`config.mk`:
```
export PLATFORM = sky130hd
export DESIGN_NAME = fpw_mapper
export DESIGN_NICKNAME = d
export VERILOG_FILES = /design/src/shared/fpw_pkg.sv /design/src/fpw_mapper.sv
export SDC_FILE = /design/constraint.sdc
export NUM_CORES = 1
export LEC_CHECK = 0
export BUFFER_PORTS_ARGS = -buffer_cell sky130_fd_sc_hd__buf_4
export CAP_MARGIN = 25
export CORE_UTILIZATION = 38
export DETAILED_ROUTE_END_ITERATION = 6
export PLACE_DENSITY = 0.74
export SLEW_MARGIN = 20
export SYNTH_ARGS = -nofsm -noshare
export SYNTH_HDL_FRONTEND = slang
export SYNTH_SLANG_ARGS = --single-unit
```
`constraint.sdc`:
```
create_clock -name CLK -period 1.4 [get_ports CLK]
set_clock_uncertainty 0.1 [all_clocks]
set_input_delay 0.28 -clock CLK [delete_from_list [all_inputs] [get_ports CLK]]
set_output_delay 0.28 -clock CLK [all_outputs]
set_load 0.02 [all_outputs]
```
`src/shared/fpw_pkg.sv`:
```
package fpw_pkg;
    // Flash size variants
    typedef enum logic [2:0] {
        FPW_V16K   = 3'b000,
        FPW_V32KE  = 3'b001,  // Even-page 32 KB variant, no low window mapping
        FPW_V32KO  = 3'b010,  // Odd-page 32 KB variant
        FPW_V64K   = 3'b011,
        FPW_V96K   = 3'b100,
        FPW_V128K  = 3'b101
    } fpw_variant_t;

    // Window bounds, upper two address bits
    localparam logic [1:0] LOW_WIN   = 2'h0;  // 0x0000-0x3FFF
    localparam logic [1:0] MID_WIN   = 2'h1;  // 0x4000-0x7FFF
    localparam logic [1:0] PAGED_WIN = 2'h2;  // 0x8000-0xBFFF
    localparam logic [1:0] TOP_WIN   = 2'h3;  // 0xC000-0xFFFF

    // Fixed pages
    localparam logic [5:0] PAGE_3F = 6'h3f;
    localparam logic [5:0] PAGE_3E = 6'h3e;
    localparam logic [5:0] PAGE_3D = 6'h3d;
    localparam logic [5:0] PAGE_3C = 6'h3c;
    localparam logic [5:0] PAGE_38 = 6'h38;

    // Reset values
    localparam logic [5:0] PAGE_SEL_RST = 6'h00;
    localparam logic [21:0] FLASH_ADDR_RST = 22'h000000;

    // Decode result to the flash array
    typedef struct packed {
        logic        hit;
        logic [5:0]  page;
        logic [13:0] offset;
    } fpw_flash_req_t;
endpackage

```
`src/fpw_mapper.sv`:
```
`timescale 1ns/1ps
// Notes on behaviour
// - No paging off-chip; internal flash only
// - Paged window reaches page chosen by select
// - Map enable shows page 3F at top
// - Page 3E mid window unless half-map or the 16K variant
// - Page 3D low window except one variant
// - Select values alias by low bits; values landing on absent pages miss
module fpw_mapper (
    // Clock and reset
    input  wire logic                    CLK,
    input  wire logic                    RST,
    // Configuration
    input  wire fpw_pkg::fpw_variant_t   VARIANT,
    input  wire logic                    FLASH_MAP_ENABLE,
    input  wire logic                    FLASH_HALF_MAP_CONTROL,
    // Page select load
    input  wire logic                    PAGE_SEL_WE,
    input  wire logic [5:0]              PAGE_SEL_DATA,
    output logic [5:0]                   PROGRAM_PAGE_SELECT,
    // CPU address bus
    input  wire logic                    CPU_VALID,
    input  wire logic [15:0]             CPU_ADDR,
    // Flash array request
    output fpw_pkg::fpw_flash_req_t      FLASH_REQ
);
    logic [5:0]               program_page_select_reg;
    fpw_pkg::fpw_flash_req_t  flash_req_reg;
    fpw_pkg::fpw_flash_req_t  flash_req_next;
    logic                     paged_hit;
    logic [5:0]               paged_page;

    // Select value to page for the paged window; upper select bits are not decoded
    function automatic logic [5:0] alias_page(input fpw_pkg::fpw_variant_t v,
                                              input logic [5:0]            sel);
        logic [5:0] pg;
        pg = fpw_pkg::PAGE_3F;
        case (v)
            fpw_pkg::FPW_V16K: begin
                pg = fpw_pkg::PAGE_3F;
            end
            fpw_pkg::FPW_V32KE, fpw_pkg::FPW_V32KO: begin
                pg = sel[0] ? fpw_pkg::PAGE_3F : fpw_pkg::PAGE_3E;
            end
            fpw_pkg::FPW_V64K: begin
                pg = {fpw_pkg::PAGE_3C[5:2], sel[1:0]};
            end
            fpw_pkg::FPW_V96K, fpw_pkg::FPW_V128K: begin
                pg = {fpw_pkg::PAGE_38[5:3], sel[2:0]};
            end
            default: begin
                pg = fpw_pkg::PAGE_3F;
            end
        endcase
        return pg;
    endfunction

    // Whether a select value lands on a page that this variant implements
    function automatic logic alias_hit(input fpw_pkg::fpw_variant_t v,
                                       input logic [5:0]            sel);
        logic hit;
        hit = 1'b0;
        case (v)
            fpw_pkg::FPW_V16K: begin
                hit = sel[0];
            end
            fpw_pkg::FPW_V32KE, fpw_pkg::FPW_V32KO: begin
                hit = 1'b1;
            end
            fpw_pkg::FPW_V64K: begin
                hit = sel[2];
            end
            fpw_pkg::FPW_V96K: begin
                hit = (sel[2:0] >= 3'h2);                          // Pages 38, 39 absent
            end
            fpw_pkg::FPW_V128K: begin
                hit = 1'b1;
            end
            default: begin
                hit = 1'b0;
            end
        endcase
        return hit;
    endfunction

    // Paged window decode from the current select value
    assign paged_hit  = alias_hit(VARIANT, program_page_select_reg);
    assign paged_page = alias_page(VARIANT, program_page_select_reg);

    // Page select register, loaded by software before window use
    always_ff @(posedge CLK or posedge RST) begin
        if (RST) begin
            program_page_select_reg <= fpw_pkg::PAGE_SEL_RST;
        end else if (PAGE_SEL_WE) begin
            program_page_select_reg <= PAGE_SEL_DATA;
        end
    end

    // Window decode
    always_comb begin
        flash_req_next.hit    = 1'b0;
        flash_req_next.page   = fpw_pkg::PAGE_3F;
        flash_req_next.offset = CPU_ADDR[13:0];
        if (CPU_VALID && FLASH_MAP_ENABLE) begin
            case (CPU_ADDR[15:14])
                fpw_pkg::TOP_WIN: begin
                    flash_req_next.hit = 1'b1;
                end
                fpw_pkg::MID_WIN: begin
                    flash_req_next.hit  = !FLASH_HALF_MAP_CONTROL
                                        && (VARIANT != fpw_pkg::FPW_V16K);
                    flash_req_next.page = fpw_pkg::PAGE_3E;
                end
                fpw_pkg::LOW_WIN: begin
                    flash_req_next.hit  = (VARIANT != fpw_pkg::FPW_V32KE);
                    flash_req_next.page = fpw_pkg::PAGE_3D;
                end
                fpw_pkg::PAGED_WIN: begin
                    flash_req_next.hit  = paged_hit;
                    flash_req_next.page = paged_page;
                end
                default: begin
                    flash_req_next.hit = 1'b0;
                end
            endcase
        end
    end

    // Registered request to the flash array; no page bits leave the chip
    always_ff @(posedge CLK or posedge RST) begin
        if (RST) begin
            flash_req_reg <= '0;
        end else begin
            flash_req_reg <= flash_req_next;
        end
    end

    assign PROGRAM_PAGE_SELECT = program_page_select_reg;
    assign FLASH_REQ           = flash_req_reg;

    // Top window shows the last page while the map is on
    chk_top_window_hit: assert property (@(posedge CLK) disable iff (RST)
        (CPU_VALID && FLASH_MAP_ENABLE && CPU_ADDR[15:14] == fpw_pkg::TOP_WIN)
        |=> (FLASH_REQ.hit && FLASH_REQ.page == fpw_pkg::PAGE_3F))
        else $error("top window did not map page 3F");

    // Map off: nothing reaches flash
    chk_map_off_miss: assert property (@(posedge CLK) disable iff (RST)
        !FLASH_MAP_ENABLE |=> !FLASH_REQ.hit)
        else $error("flash hit while map disabled");

    // Middle window hit follows half-map control and variant
    chk_mid_half_map: assert property (@(posedge CLK) disable iff (RST)
        (CPU_VALID && FLASH_MAP_ENABLE && CPU_ADDR[15:14] == fpw_pkg::MID_WIN)
        |=> (FLASH_REQ.hit == ($past(!FLASH_HALF_MAP_CONTROL)
             && $past(VARIANT) != fpw_pkg::FPW_V16K)))
        else $error("middle window mapping wrong");

    // Middle window hit carries the second-to-last page
    chk_mid_window_page: assert property (@(posedge CLK) disable iff (RST)
        (CPU_VALID && FLASH_MAP_ENABLE && CPU_ADDR[15:14] == fpw_pkg::MID_WIN
         && !FLASH_HALF_MAP_CONTROL && VARIANT != fpw_pkg::FPW_V16K)
        |=> (FLASH_REQ.hit && FLASH_REQ.page == fpw_pkg::PAGE_3E))
        else $error("middle window page wrong");

    // Low window shows page 3D except on one variant
    chk_low_window_map: assert property (@(posedge CLK) disable iff (RST)
        (CPU_VALID && FLASH_MAP_ENABLE && CPU_ADDR[15:14] == fpw_pkg::LOW_WIN)
        |=> (FLASH_REQ.hit == ($past(VARIANT) != fpw_pkg::FPW_V32KE)
             && FLASH_REQ.page == fpw_pkg::PAGE_3D))
        else $error("low window mapping wrong");

    // A load shows on the select one cycle later
    chk_page_load: assert property (@(posedge CLK) disable iff (RST)
        PAGE_SEL_WE |=> PROGRAM_PAGE_SELECT == $past(PAGE_SEL_DATA))
        else $error("page select not loaded");

    // Select keeps its value between loads
    chk_select_hold: assert property (@(posedge CLK) disable iff (RST)
        !PAGE_SEL_WE |=> $stable(PROGRAM_PAGE_SELECT))
        else $error("page select changed without a load");

    // Largest variant: every select value hits
    chk_alias_128k: assert property (@(posedge CLK) disable iff (RST)
        (CPU_VALID && FLASH_MAP_ENABLE && CPU_ADDR[15:14] == fpw_pkg::PAGED_WIN
         && VARIANT == fpw_pkg::FPW_V128K)
        |=> (FLASH_REQ.hit && FLASH_REQ.page == {fpw_pkg::PAGE_38[5:3], $past(PROGRAM_PAGE_SELECT[2:0])}))
        else $error("128K alias wrong");

    // Single-page variant: odd values only
    chk_alias_16k: assert property (@(posedge CLK) disable iff (RST)
        (CPU_VALID && FLASH_MAP_ENABLE && CPU_ADDR[15:14] == fpw_pkg::PAGED_WIN
         && VARIANT == fpw_pkg::FPW_V16K)
        |=> (FLASH_REQ.hit == $past(PROGRAM_PAGE_SELECT[0])
             && (!FLASH_REQ.hit || FLASH_REQ.page == fpw_pkg::PAGE_3F)))
        else $error("16K alias wrong");

    // Two-page variants: even to 3E, odd to 3F
    chk_alias_32k: assert property (@(posedge CLK) disable iff (RST)
        (CPU_VALID && FLASH_MAP_ENABLE && CPU_ADDR[15:14] == fpw_pkg::PAGED_WIN
         && (VARIANT == fpw_pkg::FPW_V32KE || VARIANT == fpw_pkg::FPW_V32KO))
        |=> (FLASH_REQ.hit && FLASH_REQ.page == ($past(PROGRAM_PAGE_SELECT[0])
             ? fpw_pkg::PAGE_3F : fpw_pkg::PAGE_3E)))
        else $error("32K alias wrong");

    // Four-page variant: bit 2 set picks 3C to 3F
    chk_alias_64k: assert property (@(posedge CLK) disable iff (RST)
        (CPU_VALID && FLASH_MAP_ENABLE && CPU_ADDR[15:14] == fpw_pkg::PAGED_WIN
         && VARIANT == fpw_pkg::FPW_V64K)
        |=> (FLASH_REQ.hit == $past(PROGRAM_PAGE_SELECT[2]) && (!FLASH_REQ.hit
             || FLASH_REQ.page == {fpw_pkg::PAGE_3C[5:2], $past(PROGRAM_PAGE_SELECT[1:0])})))
        else $error("64K alias wrong");

    // Six-page variant: low bits 2 to 7 pick 3A to 3F
    chk_alias_96k: assert property (@(posedge CLK) disable iff (RST)
        (CPU_VALID && FLASH_MAP_ENABLE && CPU_ADDR[15:14] == fpw_pkg::PAGED_WIN
         && VARIANT == fpw_pkg::FPW_V96K)
        |=> (FLASH_REQ.hit == ($past(PROGRAM_PAGE_SELECT[2:0]) >= 3'h2) && (!FLASH_REQ.hit
             || FLASH_REQ.page == {fpw_pkg::PAGE_38[5:3], $past(PROGRAM_PAGE_SELECT[2:0])})))
        else $error("96K alias wrong");

    // Only a valid access reaches flash
    chk_idle_no_hit: assert property (@(posedge CLK) disable iff (RST)
        !CPU_VALID |=> !FLASH_REQ.hit)
        else $error("flash hit without a valid access");

    // Offset within the page passes straight through
    chk_offset_pass: assert property (@(posedge CLK) disable iff (RST)
        CPU_VALID |=> FLASH_REQ.offset == $past(CPU_ADDR[13:0]))
        else $error("offset not passed");
endmodule // fpw_mapper

```
# Word level (Yosys, flattened, before mapping)
# Index checks and enable logic that the tools add are counted.
# op_classes
magnitude_cmp,1
div,0
shift,0
n_eq_ne,9
n_mul,0
reduce_logical,9
bitwise_logic,0
add_sub_neg,0
muxes,6
# op_table
op,count
$pmux 6 s3,1
$pmux 3 s3,1
$pmux 1 s4,2
$mux 7,1
$eq 3x2->1 const B,2
$eq 3x3->1 const B,2
$eq 2x2->1 const B,2
$reduce_or 2->1,2
$eq 3x1->1 const B,1
$ge 3x2->1 const B,1
$logic_not 3->1,1
$ne 3x1->1 const B,1
$reduce_bool 3->1,1
$reduce_or 3->1,1
$eq 2x1->1 const B,1
$logic_and 1x1->1,2
$logic_not 2->1,1
$logic_not 1->1,1
$mux 1,1
# word_totals
mem_count,0
rom_bits,0
elab_cells,29
ram_bits,0
ff_bits,27
in_bits,31
latchBits,0

# Depth between registers and ports, before layout
# Gate-level depths: netlist of run 1.
# logic_depth
word_depth,5
ltp_mapped,4
depth_no_buf,3

# Worst setup path before layout of run 1
# Ideal clock, no wire load.
# synth_path
kind,reg2reg
startpoint,"reg program_page_select_reg[1], in the netlist PROGRAM_PAGE_SELECT[1]"
endpoint,"reg flash_req_reg, in the netlist FLASH_REQ[20]"
period_less_slack_ns,1.238
t_required_ns,1.178
setup_slack_ns,0.162
setup_time_ns,0.122
t_arrival_ns,1.016
path_stages_with_launch,4
n_path_buf,0
path_cell_list,dfrtp_1 > or3b_1 > a21oi_1 > o2bb2ai_1
# synth_lines
element,line,text
"start, declared",fpw_mapper.sv:27,logic [5:0] program_page_select_reg;
"start signal, assigned",fpw_mapper.sv:93,program_page_select_reg <= fpw_pkg::PAGE_SEL_RST;
"end signal, assigned",fpw_mapper.sv:134,flash_req_reg <= flash_req_next;
"end, declared",fpw_mapper.sv:28,fpw_pkg::fpw_flash_req_t flash_req_reg;

# Worst setup path in the final report of run 1
# layout_path
startpoint,"reg program_page_select_reg[2], in the netlist PROGRAM_PAGE_SELECT[2]"
endpoint,out PROGRAM_PAGE_SELECT[2]
# layout_lines
element,line,text
"end, declared",fpw_mapper.sv:20,"output logic [5:0] PROGRAM_PAGE_SELECT,"
# No word-level cell between the ends.

==> impl_metrics.csv, run 1 <==
group,metric,value,unit
clock_network,clockRootBuffer,"clkbuf_4",
pwr,swShare,26.2,%
setup_path,crit_slowest_cell,"dfrtp_1",
hold_path,holdPathStages,2,
setup_path,crit_path_max_incr_delay,450,ps
clock_network,tritoncts_num_sinks,25,
synth,synth_cell_count_leaders,"25 x dfrtp_1, 6 x mux2_2",
pwr,sequentialPowerShare,56.0,%
clock_network,clkSlewWorstSetupHoldPaths,130,ps
setup_path,worstSetupPathDepth,1,
layout,antennaDiodeCount,0,
synth,dominantRegCellSynth,"dfrtp_1",
global_route,wire_length_of_the_first_global_routing_pass,3.43,mm
detailed_routing,drt_drc_violations_left,0,
global_route,track_usage,18.9,%
pwr,clock_power_share,22.3,%
setup_path,timing.critical_path.max_delay_family,"flip-flops",
clock_network,clock_tree.htree_level_count,1,
detailed_routing,totalWireLength,2.19,mm
layout,layout.nets,163,
setup_path,cp.buffers_inverters,1,
synth,library_cell_with_the_largest_summed_area_after_synthesis,"dfrtp_1",
setup_path,crit_fanout,4,
setup_path,timing.reg2reg.setup_slack,180,ps
synth,syn-num-nets,89,
die,io_pins,58,
setup_path,startpoint_type,"flop",
setup_path,cp.required,1020,ps
synth,synth_edf_count,0,
synth,synth.avg_cell_area,15.1,um^2
placed_design,finalWeightedCongestion,0.886,
setup_path,setup.worst_path.start,"PROGRAM_PAGE_SELECT[2]",
hold_path,timing.hold.worst.class,"in -> reg",
clock_network,cts_resized,0,
setup_path,cp-endpoint,"PROGRAM_PAGE_SELECT[2]",
pwr,power.ir.vdd_worst,0.543,mV
detailed_routing,drt_pass1_iterations,4,
die,num_rows,17,
layout,multi_input_comb_area,218,um^2
die,die_area,0.00250,mm^2
detailed_routing,avgViaCountPerCell,4.71,
pwr,power.internal,0.00104,W
setup_path,criticalPathCategory,"reg -> out",
synth,netlist_top_cells_area,"dfrtp_1 71%, mux2_2 7.7%, buf_4 1.7%, o21bai_1 1.7%, nand2b_1 1.4%",
global_route,grt_max_degree,26,
clock_network,post-cts-setup-buffer-count,0,
setup_path,worstSetupEndpointType,"output port",
sta,max_slew_vio_count,0,
detailed_routing,route.vias.total,749,
pwr,net-switching-power,0.000370,W
layout,filler_cell_count,156,
die,initial_standard_cell_utilization_of_the_core,40.0,%
layout,area_delta_synth_final,70.5,%
synth,ys_warn_count,0,
die,die_y,50.0,um
sta,rsz0062_at_grt,"no",
synth,synthesis.area,877,um^2
clock_network,clock_tree_from_tritoncts,"done",
run_status,status,"completed",
sta,final.min_clock_period,1310,ps
synth,post-synth-top-count-cell,"dfrtp_1",
clock_network,worst_skew_pair.late_latency,310,ps
setup_path,regToRegEndpoint,"FLASH_REQ[20]",
setup_path,rr_startpoint,"PROGRAM_PAGE_SELECT[1]",
die,fp.dieW,50.0,um
die,fp.coreArea,0.00219,mm^2
sta,finalHoldWorstSlack,83.1,ps
clock_network,max_root_sink_buffers,2,
sta,setup-violations-final,0,
run,max_cap_viols,0,
sta,period_share,93.4,%
setup_path,ff2ff_path_depth,3,
detailed_routing,dr.first_iter.drc_count,5,
placed_design,preCtsSetupSlack,119,ps
synth,synth.top_cell.area_share,71.3,%
layout,seqCellArea,626,um^2
detailed_routing,postRouteAntennaNets,0,
synth,synth_sequential_area_ratio,71.3,%
pwr,p_leak,0.715,nW
synth,unique_masters_post_synth,25,
sta,report.final.hold_viol_count,0,
pwr,logic_gate_share_of_total_power,21.7,%
detailed_routing,route.detailed.wl_per_inst,13.8,um
setup_path,worstPathArrival,930,ps
clock_network,tritoncts.num_buffers,3,
pwr,totalPowerFinal,0.00141,W
global_route,via_count_of_the_first_global_routing_pass,764,
synth,post_synth_inst_count,58,
layout,final_layout_size_suffix_gt1_share,51.9,%
synth,share_of_synthesized_registers_carrying_an_async_set_or_reset,100,%
global_route,globalRouteOverflowTotal,0,
layout,final_core_utilization,68.2,%
sta,fmaxAchievable,0.765,GHz
placed_design,io_buffer_count,57,
placed_design,dp.final_hpwl,1.47,mm
global_route,antenna_found_initial,0,
sta,fin_tns_setup,0,ps
pwr,cellPowerDensity,943,mW/mm^2
sta,final.setup.worst_slack,92.9,ps
setup_path,crit_path_cell_trace,"buf_4",
synth,ys_ff_latch,25,
-- timing repair --
action                                 CTS  global route
endpoints found under the hold margin   39             0
hold buffers                            15             0
setup endpoints to repair                0             0
-- cell type report --
type | instances | area share [%]
clock inverter | 1 | 0.335
sequential | 25 | 41.8
multi-input combinational | 28 | 14.6
clock buffer | 3 | 1.51
tap | 28 | 2.34
timing repair buffer | 73 | 39.2
inverter | 1 | 0.251
-- per-stage QoR --
stage | instances | area, um^2
after floorplan | 58 | 877
after global placement | 140 | 1320
after detailed placement | 140 | 1320
after CTS | 159 | 1500
after global routing | 159 | 1500
final | 159 | 1500
-- how the worst min path moves through the flow --
stage	start	to	slack, ps
finish	CPU_ADDR[14]	FLASH_REQ[15]	80
global route	CPU_ADDR[14]	FLASH_REQ[15]	70
CTS	CPU_ADDR[14]	FLASH_REQ[15]	70
detailed placement	RST	FLASH_REQ[0]	270
global placement	RST	FLASH_REQ[18]	250
floorplan	RST	FLASH_REQ[0]	210
-- registers in the layout, indices dropped and copies added, names as in the netlist --
register and cells:
FLASH_REQ 19, PROGRAM_PAGE_SELECT 6
-- cells in the final DEF (no fill, tap or decap), types with 2 or more instances in the layout --
master         count
buf_4             58
nand2_1            2
clkbuf_4           3
o21bai_1           2
dfrtp_1           25
nand2b_1           2
mux2_2             6
dlygate4sd3_1     15
-- power by group through the flow --
stage | clock network [W] | logic [W] | registers (W)
2_1_floorplan | 0 | 0.0000661 | 0.000855
3_5_place_dp | 0 | 0.000272 | 0.000802
6_report | 0.000314 | 0.000306 | 0.000789
4_1_cts | 0.000324 | 0.000306 | 0.000788
3_3_place_gp | 0 | 0.000266 | 0.000800
5_1_grt | 0.000359 | 0.000325 | 0.000794
-- metal layers --
metal	wire, um	global-route usage (%)	share of wire (%)
met1	766	19.4	35
met2	1260	34.4	57
met3	111	4.32	5.1
met4	57	10.5	2.6
met5	0	0	0
-- logic make-up after synthesis --
kind of cell	count (synthesis)	share of synthesized area [%]
and+or+nand+nor	12	8.85
buffers and inverters	5	3.85
DFF	25	71.3
AOI/OAI and AO/OA	9	7.85
muxes	6	7.70
other	1	0.428
Power figures use the tool's default switching activity.
==> run 2: changes to the inputs <==
--- a/config.mk
+++ b/config.mk
@@ -9,7 +9,7 @@
 export CAP_MARGIN = 25
 export CORE_UTILIZATION = 38
 export DETAILED_ROUTE_END_ITERATION = 6
-export PLACE_DENSITY = 0.74
+export PLACE_DENSITY = 0.77
 export SLEW_MARGIN = 20
 export SYNTH_ARGS = -nofsm -noshare
 export SYNTH_HDL_FRONTEND = slang
==> impl_metrics.csv, run 2 (synthesis results as in run 1) <==
group,metric,value,unit
run_status,status,"completed",
detailed_routing,route.vias.total,754,
clock_network,max_root_sink_buffers,2,
placed_design,finalWeightedCongestion,0.715,
die,fp.dieW,50.0,um
detailed_routing,route.detailed.wl_per_inst,13.2,um
pwr,power.internal,0.00104,W
setup_path,cp.required,1020,ps
setup_path,crit_slowest_cell,"dfrtp_1",
placed_design,placement.cell_area,0.00132,mm^2
die,num_rows,17,
sta,setup-violations-final,0,
detailed_routing,totalWireLength,2.11,mm
sta,rsz0062_at_grt,"no",
clock_network,post-cts-setup-buffer-count,0,
sta,period_share,93.4,%
layout,layout.cells.most_common_list,"58 x buf_4, 25 x dfrtp_1, 15 x dlygate4sd3_1",
pwr,power.ir.vdd_worst,0.608,mV
run,max_cap_viols,0,
global_route,grt_max_degree,26,
detailed_routing,postRouteAntennaNets,0,
layout,layout.nets,163,
setup_path,worstSetupEndpointType,"output port",
sta,final.min_clock_period,1310,ps
die,initial_standard_cell_utilization_of_the_core,40.0,%
layout,commonest_non_fill_non_tap_cell_in_the_layout,"buf_4",
pwr,p_leak,0.711,nW
sta,fmaxAchievable,0.765,GHz
clock_network,cts_resized,0,
clock_network,clock_tree.htree_level_count,1,
detailed_routing,avgViaCountPerCell,4.74,
setup_path,crit_fanout,4,
setup_path,cp.buffers_inverters,1,
layout,final_standard_cell_area_without_fillers,0.00150,mm^2
pwr,logic_gate_share_of_total_power,21.6,%
pwr,clock_power_share,22.3,%
pwr,swShare,26.0,%
die,die_area,0.00250,mm^2
die,die_y,50.0,um
clock_network,clock_tree_from_tritoncts,"done",
detailed_routing,dr.first_iter.drc_count,12,
placed_design,io_buffer_count,57,
placed_design,place.detailed.instances,140,
clock_network,clockRootBuffer,"clkbuf_4",
global_route,antenna_found_initial,0,
setup_path,worstSetupPathDepth,1,
pwr,net-switching-power,0.000367,W
setup_path,worstPathArrival,930,ps
layout,final_core_utilization,68.4,%
clock_network,hold_buffers,15,
layout,final_layout_size_suffix_gt1_share,51.9,%
sta,fin_tns_setup,0,ps
placed_design,dp.final_hpwl,1.47,mm
setup_path,timing.critical_path.max_delay_family,"flip-flops",
setup_path,crit_path_cell_trace,"buf_4",
placed_design,preCtsSetupSlack,114,ps
layout,largest_reg_flops,19,
global_route,wire_length_of_the_first_global_routing_pass,3.39,mm
global_route,track_usage,18.5,%
hold_path,timing.hold.worst.class,"in -> reg",
layout,filler_cell_count,160,
clock_network,clkSlewWorstSetupHoldPaths,130,ps
global_route,globalRouteOverflowTotal,0,
die,io_pins,58,
pwr,sequentialPowerShare,56.1,%
setup_path,crit_path_max_incr_delay,450,ps
pwr,cellPowerDensity,940,mW/mm^2
clock_network,tritoncts.num_buffers,3,
layout,antennaDiodeCount,0,
sta,report.final.hold_viol_count,0,
hold_path,holdPathStages,2,
setup_path,startpoint_type,"flop",
global_route,via_count_of_the_first_global_routing_pass,730,
clock_network,tritoncts_num_sinks,25,
detailed_routing,drt_drc_violations_left,0,
die,fp.coreArea,0.00219,mm^2
setup_path,criticalPathCategory,"reg -> out",
detailed_routing,drt_pass1_iterations,4,
sta,final.setup.worst_slack,92.8,ps
sta,max_slew_vio_count,0,
clock_network,worst_skew_pair.late_latency,310,ps
layout,area_delta_synth_final,70.8,%
setup_path,ff2ff_path_depth,3,
layout,finish.cell_count_without_fillers,159,
## run 2: cell types whose count changed in the layout (fill, tap and decap cells not counted), sizes merged
| cell | change |
|---|---|
| clkinvlp | +1 |
| clkinv | -1 |
## run 2: power groups by stage
stage	logic, W	registers, W	clock network [W]
global placement	0.000268	0.000801	0
floorplan	0.0000661	0.000855	0
detailed placement	0.000271	0.000804	0
global route	0.000325	0.000795	0.000354
finish	0.000305	0.000789	0.000314
CTS	0.000306	0.000790	0.000328
## run 2: per-layer routing
metal  GRT usage, %  up-vias  routed length, um
li1               -      346                  -
met1           22.8      362                845
met2           32.2       42               1080
met3           1.85        4                140
met4           8.57        0                 41
met5              0        -                  0
## run 2: cell type report
cell class / count / area, um^2 / share of cell area, %
Clock buffer: 3 / 22.5 / 1.50
Inverter: 1 / 3.75 / 0.251
Clock inverter: 1 / 7.51 / 0.501
Multi-Input combinational cell: 28 / 218 / 14.5
Tap cell: 28 / 35.0 / 2.34
Timing Repair Buffer: 73 / 586 / 39.1
Sequential cell: 25 / 626 / 41.8
## run 2: worst register-to-register path: stages (launching register included)
cell	delay (ps)
dfrtp_1	440
or3b_1	360
a21oi_1	140
o2bb2ai_1	80
## run 2: metrics by stage
stage          hold WS, ps  power (W)
6_report              81.3    0.00141
5_1_grt               76.8    0.00147
4_1_cts               66.3    0.00142
3_5_place_dp           253    0.00108
3_3_place_gp           245    0.00107
2_1_floorplan          207   0.000921
## run 2: worst paths after layout
check | start | to | slack [ps]
min in group asynchronous | RST | FLASH_REQ[0] | 490
setup reg to reg | PROGRAM_PAGE_SELECT[1] | FLASH_REQ[20] | 180
hold / removal | CPU_ADDR[14] | FLASH_REQ[15] | 80
hold reg to reg | PROGRAM_PAGE_SELECT[3] | PROGRAM_PAGE_SELECT[3] | 440
max in group asynchronous | RST | FLASH_REQ[16] | 470
setup / recovery | PROGRAM_PAGE_SELECT[0] | PROGRAM_PAGE_SELECT[0] | 90
